### src/hdl/rfd_cfg.svh
// Bit positions, register codes and reset values of the RF feedback control words
`ifndef RFD_CFG_SVH
`define RFD_CFG_SVH

// Serial word layout
`define RFD_WORD_W 24
`define RFD_ADDR_MSB 2
`define RFD_ADDR_GAIN_HIZ 3'h0
`define RFD_ADDR_FEEDBACK 3'h1
`define RFD_ADDR_TIMEOUT 3'h2
`define RFD_ADDR_IF_REF 3'h3

// Gain / high-impedance word
`define RFD_GAIN_BIT 19
`define RFD_HIZ_BIT 20
`define RFD_SEL_HI_LSB 22

// Feedback divider word
`define RFD_B_MSB 21
`define RFD_B15_LSB 7
`define RFD_B14_LSB 8
`define RFD_B_W 15
`define RFD_B_MIN 15'h0003
`define RFD_PSC_BIT 22
`define RFD_PD_BIT 23

// Timeout word
`define RFD_TOC_MSB 14
`define RFD_TOC_LSB 3
`define RFD_TOC_W 12
`define RFD_TOC_OFF 12'h000
`define RFD_TOC_MANUAL 12'h001
`define RFD_TOC_GPO_LO 12'h002
`define RFD_TOC_GPO_HI 12'h003
`define RFD_TOC_LAST 12'h001

// Reference-control word
`define RFD_SEL_LO_LSB 22
`define RFD_IF_W 21

// Reset values
`define RFD_RST_WORD 24'h000000
`define RFD_RST_TOC 12'h000

`endif

### src/hdl/rfd_pkg.sv
// Types shared by the RF feedback and fast-acquisition control logic
package rfd_pkg;

    // Fast-acquisition timer states
    typedef enum logic [5:0] {
        ACQ_OFF    = 6'h01,
        ACQ_MANUAL = 6'h02,
        ACQ_GPO_LO = 6'h04,
        ACQ_GPO_HI = 6'h08,
        ACQ_AUTO   = 6'h10,
        ACQ_DONE   = 6'h20
    } rfd_acq_state_t;

    // Dual-modulus prescaler ratio chosen
    typedef enum logic [1:0] {
        PSC_8_9   = 2'h0,
        PSC_16_17 = 2'h1,
        PSC_32_33 = 2'h2
    } rfd_psc_t;

endpackage

### src/hdl/rfd_acq_timer.sv
// Fast-acquisition timeout counter, pin driver and pump-gain override
`timescale 1ns/1ps
`include "rfd_cfg.svh"

module rfd_acq_timer
    import rfd_pkg::*;
#(
    parameter int TOC_W = `RFD_TOC_W
) (
    // Clock and reset
    input wire logic ref_clk_i,
    input wire logic rstn_i,
    // Setting and events
    input wire logic write_i,
    input wire logic [TOC_W-1:0] setting_i,
    input wire logic pfd_event_i,
    input wire logic pump_gain_i,
    // Pin and pump
    output logic acquire_out_o,
    output logic acquire_oe_o,
    output logic pump_high_o,
    output rfd_pkg::rfd_acq_state_t state_o
);
    logic pend_q;
    logic [TOC_W-1:0] pend_val_q;
    logic [TOC_W-1:0] count_q;
    logic [TOC_W-1:0] count_d;
    logic load;
    rfd_acq_state_t state_d;

    // A setting waits for the next detector event; a write in that cycle stays pending
    assign load = pfd_event_i & pend_q;

    always_ff @(posedge ref_clk_i or negedge rstn_i) begin
        if (!rstn_i) begin
            pend_q <= 1'b0;
            pend_val_q <= `RFD_RST_TOC;
        end else if (write_i) begin
            pend_q <= 1'b1;
            pend_val_q <= setting_i;
        end else if (load) begin
            pend_q <= 1'b0;
        end
    end

    ////////////////////////////////////////////////////////////////////////////////
    // Next state: mode chosen by the latched value, auto mode counts events
    always_comb begin
        state_d = state_o;
        count_d = count_q;
        if (load) begin
            count_d = pend_val_q;
            case (pend_val_q)
                `RFD_TOC_OFF: state_d = ACQ_OFF;
                `RFD_TOC_MANUAL: state_d = ACQ_MANUAL;
                `RFD_TOC_GPO_LO: state_d = ACQ_GPO_LO;
                `RFD_TOC_GPO_HI: state_d = ACQ_GPO_HI;
                default: state_d = ACQ_AUTO;
            endcase
        end else if (pfd_event_i && state_o == ACQ_AUTO) begin
            count_d = count_q - `RFD_TOC_LAST;
            if (count_q == `RFD_TOC_LAST) begin
                state_d = ACQ_DONE;
            end
        end
    end

    always_ff @(posedge ref_clk_i or negedge rstn_i) begin
        if (!rstn_i) begin
            state_o <= ACQ_OFF;
            count_q <= `RFD_RST_TOC;
        end else begin
            state_o <= state_d;
            count_q <= count_d;
        end
    end

    ////////////////////////////////////////////////////////////////////////////////
    // Pin and pump follow the next state so they line up with state_o
    always_ff @(posedge ref_clk_i or negedge rstn_i) begin
        if (!rstn_i) begin
            acquire_out_o <= 1'b0;
            acquire_oe_o <= 1'b0;
            pump_high_o <= 1'b0;
        end else begin
            case (state_d)
                ACQ_MANUAL, ACQ_AUTO: begin
                    acquire_out_o <= 1'b0;
                    acquire_oe_o <= 1'b1;
                    pump_high_o <= 1'b1;
                end
                ACQ_GPO_LO: begin
                    acquire_out_o <= 1'b0;
                    acquire_oe_o <= 1'b1;
                    pump_high_o <= pump_gain_i;
                end
                ACQ_GPO_HI: begin
                    acquire_out_o <= 1'b1;
                    acquire_oe_o <= 1'b1;
                    pump_high_o <= pump_gain_i;
                end
                ACQ_DONE: begin
                    // Timed out: pin released and current held at the low step
                    acquire_out_o <= 1'b0;
                    acquire_oe_o <= 1'b0;
                    pump_high_o <= 1'b0;
                end
                default: begin
                    acquire_out_o <= 1'b0;
                    acquire_oe_o <= 1'b0;
                    pump_high_o <= pump_gain_i;
                end
            endcase
        end
    end

endmodule // rfd_acq_timer

### src/hdl/rfd_ctrl.sv
// RF feedback divider, powerdown and fast-acquisition control top level
`timescale 1ns/1ps
`include "rfd_cfg.svh"

// Summary of operation
// - Low bands: 15-bit feedback count in bits 21:7, values 3..32767.
// - High band: 14-bit feedback count in bits 21:8, values 3..16383.
// - Low bands: prescaler bit 22 picks 8/9 at 0, 16/17 at 1.
// - High band: prescaler bit 22 picks 16/17 at 0, 32/33 at 1.
// - Bit 23 of the feedback word: 0 keeps the loop on, 1 powers down.
// - Powerdown is synchronous or asynchronous depending on the pump high-impedance bit.
// - Timeout is 12 bits in bits 14:3, other data bits zero.
// - Timeout 0: no fast acquisition, pin released, pump follows gain bit.
// - Timeout 1: pin driven low, pump forced to 4 mA.
// - Timeout 2: pin driven low as output, pump follows gain bit.
// - Timeout 3: pin driven high as output, pump follows gain bit.
// - Timeout 4..4095: pin low and 4 mA for that many events, then release.
// - New timeout takes effect at the next detector event only.
// - Code 3 word carries the lower two output-select bits and IF fields.
// - Gain bit picks 1 mA at 0, 4 mA at 1 when not forced.
// - Pump high-impedance bit switches the pump output at once.
module rfd_ctrl
    import rfd_pkg::*;
#(
    parameter bit HIGH_BAND = 1'b0
) (
    // Clock and reset
    input wire logic ref_clk_i,
    input wire logic rstn_i,
    // Three-wire serial pins
    input wire logic ser_clk_i,
    input wire logic ser_data_i,
    input wire logic ser_le_i,
    // Phase-detector event from the RF loop
    input wire logic pfd_event_i,
    // Feedback divider controls
    output logic [`RFD_B_W-1:0] rf_binary_count_o,
    output logic rf_count_illegal_o,
    output rfd_pkg::rfd_psc_t rf_prescaler_select_o,
    output logic rf_power_off_o,
    // Charge pump controls
    output logic rf_pump_hiz_o,
    output logic rf_pump_high_o,
    // Acquisition pin
    output logic rf_acquire_out_o,
    output logic rf_acquire_oe_o,
    // Other fields
    output logic [3:0] test_output_select_o,
    output logic [`RFD_IF_W-1:0] if_reference_word_o
);
    import rfd_pkg::*;

    logic word_valid;
    logic [`RFD_WORD_W-1:0] word;
    logic wr_gain_hiz;
    logic wr_feedback;
    logic wr_timeout;
    logic wr_if_ref;
    logic pump_gain_q;
    logic power_req_q;
    logic [1:0] sel_hi_q;
    logic [1:0] sel_lo_q;
    logic acq_out;
    logic acq_oe;
    logic pump_high;
    rfd_acq_state_t acq_state;

    // Field extraction depends on the band variant
    function automatic logic [`RFD_B_W-1:0] rfd_b_field(input logic [`RFD_WORD_W-1:0] w);
        if (HIGH_BAND) begin
            return {1'b0, w[`RFD_B_MSB:`RFD_B14_LSB]};
        end else begin
            return w[`RFD_B_MSB:`RFD_B15_LSB];
        end
    endfunction

    function automatic rfd_psc_t rfd_psc_field(input logic sel);
        if (HIGH_BAND) begin
            return sel ? PSC_32_33 : PSC_16_17;
        end else begin
            return sel ? PSC_16_17 : PSC_8_9;
        end
    endfunction

    ////////////////////////////////////////////////////////////////////////////////
    // Serial receiver
    rfd_ser_rx #(
        .WORD_W(`RFD_WORD_W)
    ) u_rx (
        .ref_clk_i(ref_clk_i),
        .rstn_i(rstn_i),
        .ser_clk_i(ser_clk_i),
        .ser_data_i(ser_data_i),
        .ser_le_i(ser_le_i),
        .word_valid_o(word_valid),
        .word_o(word)
    );

    // Address decode; codes outside this block are ignored here
    always_comb begin
        wr_gain_hiz = 1'b0;
        wr_feedback = 1'b0;
        wr_timeout = 1'b0;
        wr_if_ref = 1'b0;
        if (!word_valid) begin
            wr_gain_hiz = 1'b0;
        end else if (word[`RFD_ADDR_MSB:0] == `RFD_ADDR_GAIN_HIZ) begin
            wr_gain_hiz = 1'b1;
        end else if (word[`RFD_ADDR_MSB:0] == `RFD_ADDR_FEEDBACK) begin
            wr_feedback = 1'b1;
        end else if (word[`RFD_ADDR_MSB:0] == `RFD_ADDR_TIMEOUT) begin
            wr_timeout = 1'b1;
        end else if (word[`RFD_ADDR_MSB:0] == `RFD_ADDR_IF_REF) begin
            wr_if_ref = 1'b1;
        end
    end

    ////////////////////////////////////////////////////////////////////////////////
    // Gain and high-impedance bits; the pump switch acts as soon as written
    always_ff @(posedge ref_clk_i or negedge rstn_i) begin
        if (!rstn_i) begin
            pump_gain_q <= 1'b0;
            rf_pump_hiz_o <= 1'b0;
            sel_hi_q <= 2'h0;
        end else if (wr_gain_hiz) begin
            pump_gain_q <= word[`RFD_GAIN_BIT];
            rf_pump_hiz_o <= word[`RFD_HIZ_BIT];
            sel_hi_q <= word[`RFD_SEL_HI_LSB+1:`RFD_SEL_HI_LSB];
        end
    end

    // Feedback divider word
    always_ff @(posedge ref_clk_i or negedge rstn_i) begin
        if (!rstn_i) begin
            rf_binary_count_o <= '0;
            rf_count_illegal_o <= 1'b1;
            rf_prescaler_select_o <= HIGH_BAND ? PSC_16_17 : PSC_8_9;
            power_req_q <= 1'b0;
        end else if (wr_feedback) begin
            rf_binary_count_o <= rfd_b_field(word);
            // Counts below three are flagged, not corrected
            rf_count_illegal_o <= rfd_b_field(word) < `RFD_B_MIN;
            rf_prescaler_select_o <= rfd_psc_field(word[`RFD_PSC_BIT]);
            power_req_q <= word[`RFD_PD_BIT];
        end
    end

    // With the pump released the powerdown follows at once, else at the next event
    always_ff @(posedge ref_clk_i or negedge rstn_i) begin
        if (!rstn_i) begin
            rf_power_off_o <= 1'b0;
        end else if (rf_pump_hiz_o || pfd_event_i) begin
            rf_power_off_o <= power_req_q;
        end
    end

    // Reference-control word: only the select bits and raw fields are kept
    always_ff @(posedge ref_clk_i or negedge rstn_i) begin
        if (!rstn_i) begin
            sel_lo_q <= 2'h0;
            if_reference_word_o <= '0;
        end else if (wr_if_ref) begin
            sel_lo_q <= word[`RFD_SEL_LO_LSB+1:`RFD_SEL_LO_LSB];
            if_reference_word_o <= word[`RFD_IF_W+`RFD_TOC_LSB-1:`RFD_TOC_LSB];
        end
    end

    // Two registers written by two words; one process each keeps a single driver per variable
    assign test_output_select_o = {sel_hi_q, sel_lo_q};

    ////////////////////////////////////////////////////////////////////////////////
    // Fast-acquisition timer; unused timeout bits are dropped
    rfd_acq_timer #(
        .TOC_W(`RFD_TOC_W)
    ) u_timer (
        .ref_clk_i(ref_clk_i),
        .rstn_i(rstn_i),
        .write_i(wr_timeout),
        .setting_i(word[`RFD_TOC_MSB:`RFD_TOC_LSB]),
        .pfd_event_i(pfd_event_i),
        .pump_gain_i(pump_gain_q),
        .acquire_out_o(acq_out),
        .acquire_oe_o(acq_oe),
        .pump_high_o(pump_high),
        .state_o(acq_state)
    );

    assign rf_acquire_out_o = acq_out;
    assign rf_acquire_oe_o = acq_oe;
    assign rf_pump_high_o = pump_high;
endmodule // rfd_ctrl

### src/hdl/rfd_ser_rx.sv
// Three-wire serial receiver: pin synchronisers, shifter and load strobe
`timescale 1ns/1ps
`include "rfd_cfg.svh"

module rfd_ser_rx #(
    parameter int WORD_W = `RFD_WORD_W
) (
    // Clock and reset
    input wire logic ref_clk_i,
    input wire logic rstn_i,
    // Serial pins
    input wire logic ser_clk_i,
    input wire logic ser_data_i,
    input wire logic ser_le_i,
    // Received word
    output logic word_valid_o,
    output logic [WORD_W-1:0] word_o
);
    logic [2:0] pin_raw;
    logic [2:0] pin_sync;
    logic [2:0] pin_prev_q;
    logic clk_rise;
    logic le_rise;
    logic [WORD_W-1:0] shift_q;

    assign pin_raw = {ser_le_i, ser_data_i, ser_clk_i};

    ////////////////////////////////////////////////////////////////////////////////
    // Two-flop synchronisers; the first stage feeds only the second
    generate
        for (genvar i = 0; i < 3; i++) begin : g_sync
            logic meta_q;
            logic sync_q;
            always_ff @(posedge ref_clk_i or negedge rstn_i) begin
                if (!rstn_i) begin
                    meta_q <= 1'b0;
                    sync_q <= 1'b0;
                end else begin
                    meta_q <= pin_raw[i];
                    sync_q <= meta_q;
                end
            end
            assign pin_sync[i] = sync_q;
        end
    endgenerate

    // Edge detection works on the synchronised copies only
    always_ff @(posedge ref_clk_i or negedge rstn_i) begin
        if (!rstn_i) begin
            pin_prev_q <= 3'h0;
        end else begin
            pin_prev_q <= pin_sync;
        end
    end

    assign clk_rise = pin_sync[0] & ~pin_prev_q[0];
    assign le_rise = pin_sync[2] & ~pin_prev_q[2];

    ////////////////////////////////////////////////////////////////////////////////
    // Data enters MSB first; the last bit shifted is the address LSB
    always_ff @(posedge ref_clk_i or negedge rstn_i) begin
        if (!rstn_i) begin
            shift_q <= '0;
        end else if (clk_rise) begin
            shift_q <= {shift_q[WORD_W-2:0], pin_sync[1]};
        end
    end

    // Load strobe hands the whole word over in one cycle
    always_ff @(posedge ref_clk_i or negedge rstn_i) begin
        if (!rstn_i) begin
            word_valid_o <= 1'b0;
            word_o <= '0;
        end else begin
            word_valid_o <= le_rise;
            if (le_rise) begin
                word_o <= shift_q;
            end
        end
    end

endmodule // rfd_ser_rx
### config.mk
export PLATFORM = sky130hd
export DESIGN_NAME = rfd_ctrl
export DESIGN_NICKNAME = d
export VERILOG_FILES = /design/src/hdl/rfd_pkg.sv /design/src/hdl/rfd_acq_timer.sv /design/src/hdl/rfd_ctrl.sv /design/src/hdl/rfd_ser_rx.sv
export VERILOG_INCLUDE_DIRS = /design/src /design/src/hdl
export SDC_FILE = /design/constraint.sdc
export NUM_CORES = 1
export LEC_CHECK = 0
export ABC_AREA = 1
export BUFFER_PORTS_ARGS = -buffer_cell sky130_fd_sc_hd__buf_2
export CORE_UTILIZATION = 33
export CTS_BUF_LIST = sky130_fd_sc_hd__clkbuf_8
export CTS_CLUSTER_DIAMETER = 200
export DETAILED_ROUTE_END_ITERATION = 8
export MAX_ROUTING_LAYER = met4
export PLACE_DENSITY_LB_ADDON = 0.25
export SLEW_MARGIN = 20
export SYNTH_ARGS = -nofsm -noshare
export SYNTH_HDL_FRONTEND = slang
export SYNTH_SLANG_ARGS = --single-unit
### constraint.sdc
create_clock -name ref_clk_i -period 1.7 [get_ports ref_clk_i]
set_input_delay 0.085 -clock ref_clk_i [delete_from_list [all_inputs] [get_ports ref_clk_i]]
set_output_delay 0.085 -clock ref_clk_i [all_outputs]
set_load 0.01 [all_outputs]
# Word level (Yosys, flattened, before mapping)
# Index checks and enable logic that the tools add are counted.
# classes
add_sub_neg	1
mul	0
div_mod_pow	0
n_lt_le_gt_ge	1
n_eq_ne	13
shift	0
mux	27
n_bitwise	5
reduce_logical	8
# ops
operator	n
$eq A12 B1 Y1 const B	2
$eq A12 B2 Y1 const B	2
$mux W12	2
$pmux W5 S4	1
$mux W1	19
$mux W6	3
$lt A15 B2 Y1 const B	1
$mux W15	1
$eq A6 B5 Y1 const B	2
$logic_not A12 Y1	1
$sub A12 B1 Y12 const B	1
$eq A3 B2 Y1 const B	2
$eq A6 B2 Y1 const B	1
$eq A6 B3 Y1 const B	1
$eq A6 B4 Y1 const B	1
$eq A6 B6 Y1 const B	1
$reduce_bool A2 Y1	2
$reduce_or A4 Y1	1
$and A1 B1 Y1	3
$eq A3 B1 Y1 const B	1
$logic_not A3 Y1	1
$not A1 Y1	2
$pmux W1 S2	1
$reduce_or A2 Y1	1
other kinds (2)	2
# totals
ff_bits	139
latchBits	0
ram_bits	0
romBits	0
inputBits	6
out_inout_bits	48
wordCells	82
mem_count	0

# Depth between registers and ports, before layout
# logic_depth
word_depth	7
mapped_depth	12
mapped_depth_nobuf	12

# Modules after synthesis
# From an unflattened synthesis, not the netlist that was laid out.
# hier_totals
hier_cells	642
hier_area_um2	6048.3
# modules_own_cells
mod	instances	cells_each	area_per_inst_um2	seq_area_each_um2
rfd_ser_rx	1	220	2290.9	1426.4
rfd_ctrl	1	186	1916.8	1102.3
rfd_acq_timer	1	236	1840.5	852.1

# Least setup slack after synthesis
# Ideal clock, no wire load.
# synth_timing
kind	flip-flop to flip-flop
start	reg u_timer.count_q[1]
end	reg u_timer.acquire_oe_o
setup_ns	0.122
arrival_ns	1.246
required_ns	1.578
setup_slack_ns	0.332
stages_incl_launch_ff	12
path_buffers	0
period_less_slack_ns	1.368
cell_sequence	dfrtp_1 inv_1 ha_1 nand2_1 nor2_1 nand3_2 nand2_1 nand2_1 nand2_1 nor2_1 nor2_1 nand2_1
# synth_via
elab_chain_cells	7
elab_cells_between_ends	10
classes_between	eq/ne: 5; mux: 4; reduce/logical: 1
# synth_lines
element	line_no	text
from (decl)	rfd_acq_timer.sv:26	logic [TOC_W-1:0] count_q;
from (signal assigned)	rfd_acq_timer.sv:71	count_q <= `RFD_RST_TOC;
from (signal assigned)	rfd_acq_timer.sv:74	count_q <= count_d;
$eq A12 B1 Y1 (no line) (*)	n/a	
$mux W6 (*)	rfd_acq_timer.sv:62	if (count_q == `RFD_TOC_LAST) begin
$mux W6 (*)	rfd_acq_timer.sv:60	end else if (pfd_event_i && state_o == ACQ_AUTO) begin
$mux W6 (*)	rfd_acq_timer.sv:51	if (load) begin
$eq A6 B3 Y1, or another cell as far along	rfd_acq_timer.sv:86	case (state_d)
$reduce_or A4 Y1 (no line) (*)	n/a	
$mux W1 (*)	rfd_acq_timer.sv:86	
to (signal assigned)	rfd_acq_timer.sv:83	acquire_oe_o <= 1'b0;
to (signal assigned)	rfd_acq_timer.sv:89	acquire_oe_o <= 1'b1;
to (signal assigned)	rfd_acq_timer.sv:94	acquire_oe_o <= 1'b1;
to (decl)	rfd_acq_timer.sv:20	output logic acquire_oe_o,
# Every way passes the cells marked *; elsewhere a longest branch is shown, timed or not.
# A chain may end at the register's enable or synchronous reset.

# Worst setup path in the final report
# layout_timing
start	reg u_timer.count_q[4]
end	reg u_timer.acquire_oe_o
# Same word-level chain as after synthesis.

==> results.json <==
{
  "period_needed_ns": 1.54,
  "vias": 3883,
  "skew_ns": 0.0144,
  "reg2reg_to": "u_timer.acquire_oe_o$_DFF_PN0_",
  "p_int_mw": 6.00,
  "grt_pass1_wl_um": 18400,
  "clock_sinks": 135,
  "synth_area_leaders": "dfrtp_1 (62%), nand2_1 (9.9%), o21ai_0 (8.0%)",
  "synth.net_count": 560,
  "p_sw_mw": 3.26,
  "clock_latency_ns": 0.45,
  "area_delta_synth_final_pct": 18.5,
  "place_inst": 813,
  "cts_made_buffers": 17,
  "clockBufferDepth": 2,
  "cp-start-kind": "flip-flop",
  "ios": 54,
  "vdd_drop_max_mv": 0.626,
  "path_clk_slew_ns": 0.08,
  "viasPerCell": 4.57,
  "synth.most_common_cell": "nand2_1",
  "outcome": "finished clean",
  "synth_edf_count": 0,
  "drt_wl_total_um": 10900,
  "row_count": 46,
  "pwr-share-seq_pct": 48.7,
  "drtAntennaViolNets": 0,
  "p_clk_share_pct": 25.9,
  "swShare_pct": 35.2,
  "cap_violations": 0,
  "hold_class": "input port to asynchronous set/reset pin",
  "grt_use_total_pct": 14.9,
  "fmaxAchievable_mhz": 651,
  "h-tree-depth": 4,
  "yosysTopAreaCell": "dfrtp_1",
  "drtIter0Drc": 209,
  "comb_power_share_pct": 25.4,
  "crit_type": "flip-flop to flip-flop",
  "synth.top_cell.area_share_pct": 62.0,
  "port_buffers": 52,
  "wl_per_cell_um": 12.8,
  "ys_async_sr_fraction_pct": 100,
  "nNetsFinal": 629,
  "syn_area_per_cell_um2": 9.73,
  "hold_viol": 0,
  "antenna_found_initial": 0,
  "netlist_area_um2": 5370,
  "ff2ff_setup_slack_ns": 0.16,
  "reg2regPathDepth": 10,
  "clockRootBuffer": "clkbuf_8",
  "crit_path_max_fanout": 6,
  "dp_hpwl_um": 7730,
  "critPathRequiredTime_ns": 2.02,
  "worstPathArrival_ns": 1.86,
  "synth_commonest_cells": "nand2_1 (141), dfrtp_1 (133), o21ai_0 (86)",
  "drive_gt1_share_pct": 20.7,
  "grt_max_degree": 48,
  "regArea_um2": 3380,
  "multi_input_area_um2": 1700,
  "gp_congestion": 0.836,
  "drv_slew": 0,
  "dp_slack_ns": 0.171,
  "hold_ws_ns": 0.142,
  "grt-ovfl-total": 0,
  "syn_inst": 552,
  "yosysUniqueCellTypes": 28,
  "fillers": 1601,
  "final_cells": 850,
  "start_util_pct": 33.8,
  "drc_errors": 0,
  "setup_tns_ns": 0,
  "die_y_um": 130,
  "r2r-start": "u_timer.count_q[4]$_DFFE_PN0P_",
  "cts_tree": "yes",
  "setup_ws_ns": 0.164,
  "dieArea_um2": 16800,
  "grt_pass1_vias": 3850,
  "ys.flop_type": "dfrtp_1",
  "power.density_nw_per_um2": 1460,
  "ys_ff_latch": 135,
  "core_um2": 15900,
  "yosys_warnings": 0,
  "endpoint_kind": "flip-flop",
  "antenna_cells": 0,
  "fp.dieW_um": 130,
  "finalSetupViolations": 0,
  "period_share_pct": 90.3,
  "p_leak_nw": 3.15,
  "ys_seq_area_share_pct": 63.0,
  "first_pass_iters": 4,
  "rsz0062_at_grt": "no"
}
==> sequential cells by signal (all words and copies together), names as in the netlist, 2 cells and up <==
name and count:
u_rx.g_sync.meta_q 3, sel_hi_q 2, u_rx.shift_q 24, rf_binary_count_o 15
if_reference_word_o 21, u_rx.g_sync.sync_q 3, u_timer.count_q 12, u_timer.pend_val_q 12
u_rx.word_o 24, u_rx.pin_prev_q 2, u_timer.state_o 6
==> cells by family after synthesis <==
family / count (synthesis) / synth area share (%)
simple gates: 212 / 16.0
flops: 135 / 63.0
compound gates: 104 / 10.4
buf+inv: 76 / 5.59
mux: 20 / 4.19
fa+ha+maj: 2 / 0.466
xor+xnor: 2 / 0.326
other cells: 1 / 0.0698
==> timing repair <==
item	in CTS	in global routing
hold endpoints to repair	95	0
resized for setup	0	4
setup buffers	0	0
setup endpoints to repair	0	4
hold buffers	5	0
==> stage by stage <==
stage / utilization (%) / cell area [µm²] / power (mW)
after detailed placement: 37.4 / 5950 / 6.92
after global routing: 40.1 / 6370 / 9.94
after global placement: 37.4 / 5950 / 6.83
after floorplan: - / 5370 / 6.09
after CTS: 40.0 / 6360 / 9.38
final: 40.1 / 6370 / 9.26
==> cells in the final DEF, fill, tap and decap left out, drive strengths merged <==
master       instances
o41ai                1
clkinvlp             4
nand2              142
nor3                 1
clkinv               4
inv                 60
dlygate4sd3          5
o211ai               6
conb                 1
a21oi                6
mux2                20
ha                   2
dfstp                2
nand3               22
o21ai               86
nor4                 2
o311ai               3
o221ai               1
nand4                1
a32oi                1
xor2                 2
nor2                44
dfrtp              133
clkbuf              19
buf                 66
==> cell type report <==
| class | count | area share [%] |
|---|---|---|
| clock inverters | 13 | 1.55 |
| inverters | 55 | 3.24 |
| clock buffers | 19 | 4.11 |
| repair buffers | 71 | 7.02 |
| well taps | 216 | 4.25 |
| multi-input cells | 341 | 26.7 |
| flip-flops and latches | 135 | 53.1 |
==> metal layers <==
metal	share of wire, %	up-vias	wire length, µm	GRT usage [%]
li1	-	1922	-	-
met1	45	1880	4950	17.1
met2	49	64	5370	24.4
met3	3.4	17	367	4.38
met4	1.8	0	195	5.68
met5	0	-	0	-
==> critical path, cell delays in order, from the launching register on <==
cell	delay, ns
dfrtp_1	0.45
nor2_2	0.15
nand2_1	0.11
nor2_2	0.12
nand3_2	0.10
nand2_1	0.10
nand2_1	0.08
nand2_1	0.10
nor2_1	0.05
nor2_1	0.11
nand2_1	0.07
==> how the worst max path moves through the flow <==
stage | startpoint | end | slack (ns) | cells after the start
6_report | u_timer.count_q[4]$_DFFE_PN0P_ | u_timer.acquire_oe_o$_DFF_PN0_ | 0.16 | 10
3_3_place_gp | u_timer.state_o[1]$_DFF_PN0_ | u_timer.count_q[8]$_DFFE_PN0P_ | 0.19 | 7
5_1_grt | u_timer.pend_val_q[5]$_DFFE_PN0P_ | u_timer.acquire_oe_o$_DFF_PN0_ | 0.006 | 10
2_1_floorplan | u_timer.count_q[1]$_DFFE_PN0P_ | u_timer.acquire_oe_o$_DFF_PN0_ | 0.33 | 11
4_1_cts | u_timer.state_o[1]$_DFF_PN0_ | u_timer.count_q[8]$_DFFE_PN0P_ | 0.15 | 7
3_5_place_dp | u_timer.state_o[1]$_DFF_PN0_ | u_timer.count_q[8]$_DFFE_PN0P_ | 0.17 | 7
==> power by group through the flow <==
stage | Clock, mW | Sequential (mW) | Combinational [mW]
after floorplan | 0 | 4.55 | 1.54
after global placement | 0 | 4.53 | 2.30
after detailed placement | 0 | 4.57 | 2.35
after CTS | 2.49 | 4.51 | 2.37
after global routing | 2.63 | 4.61 | 2.70
final | 2.40 | 4.51 | 2.35
No activity file was read; power rests on OpenSTA's default activity.
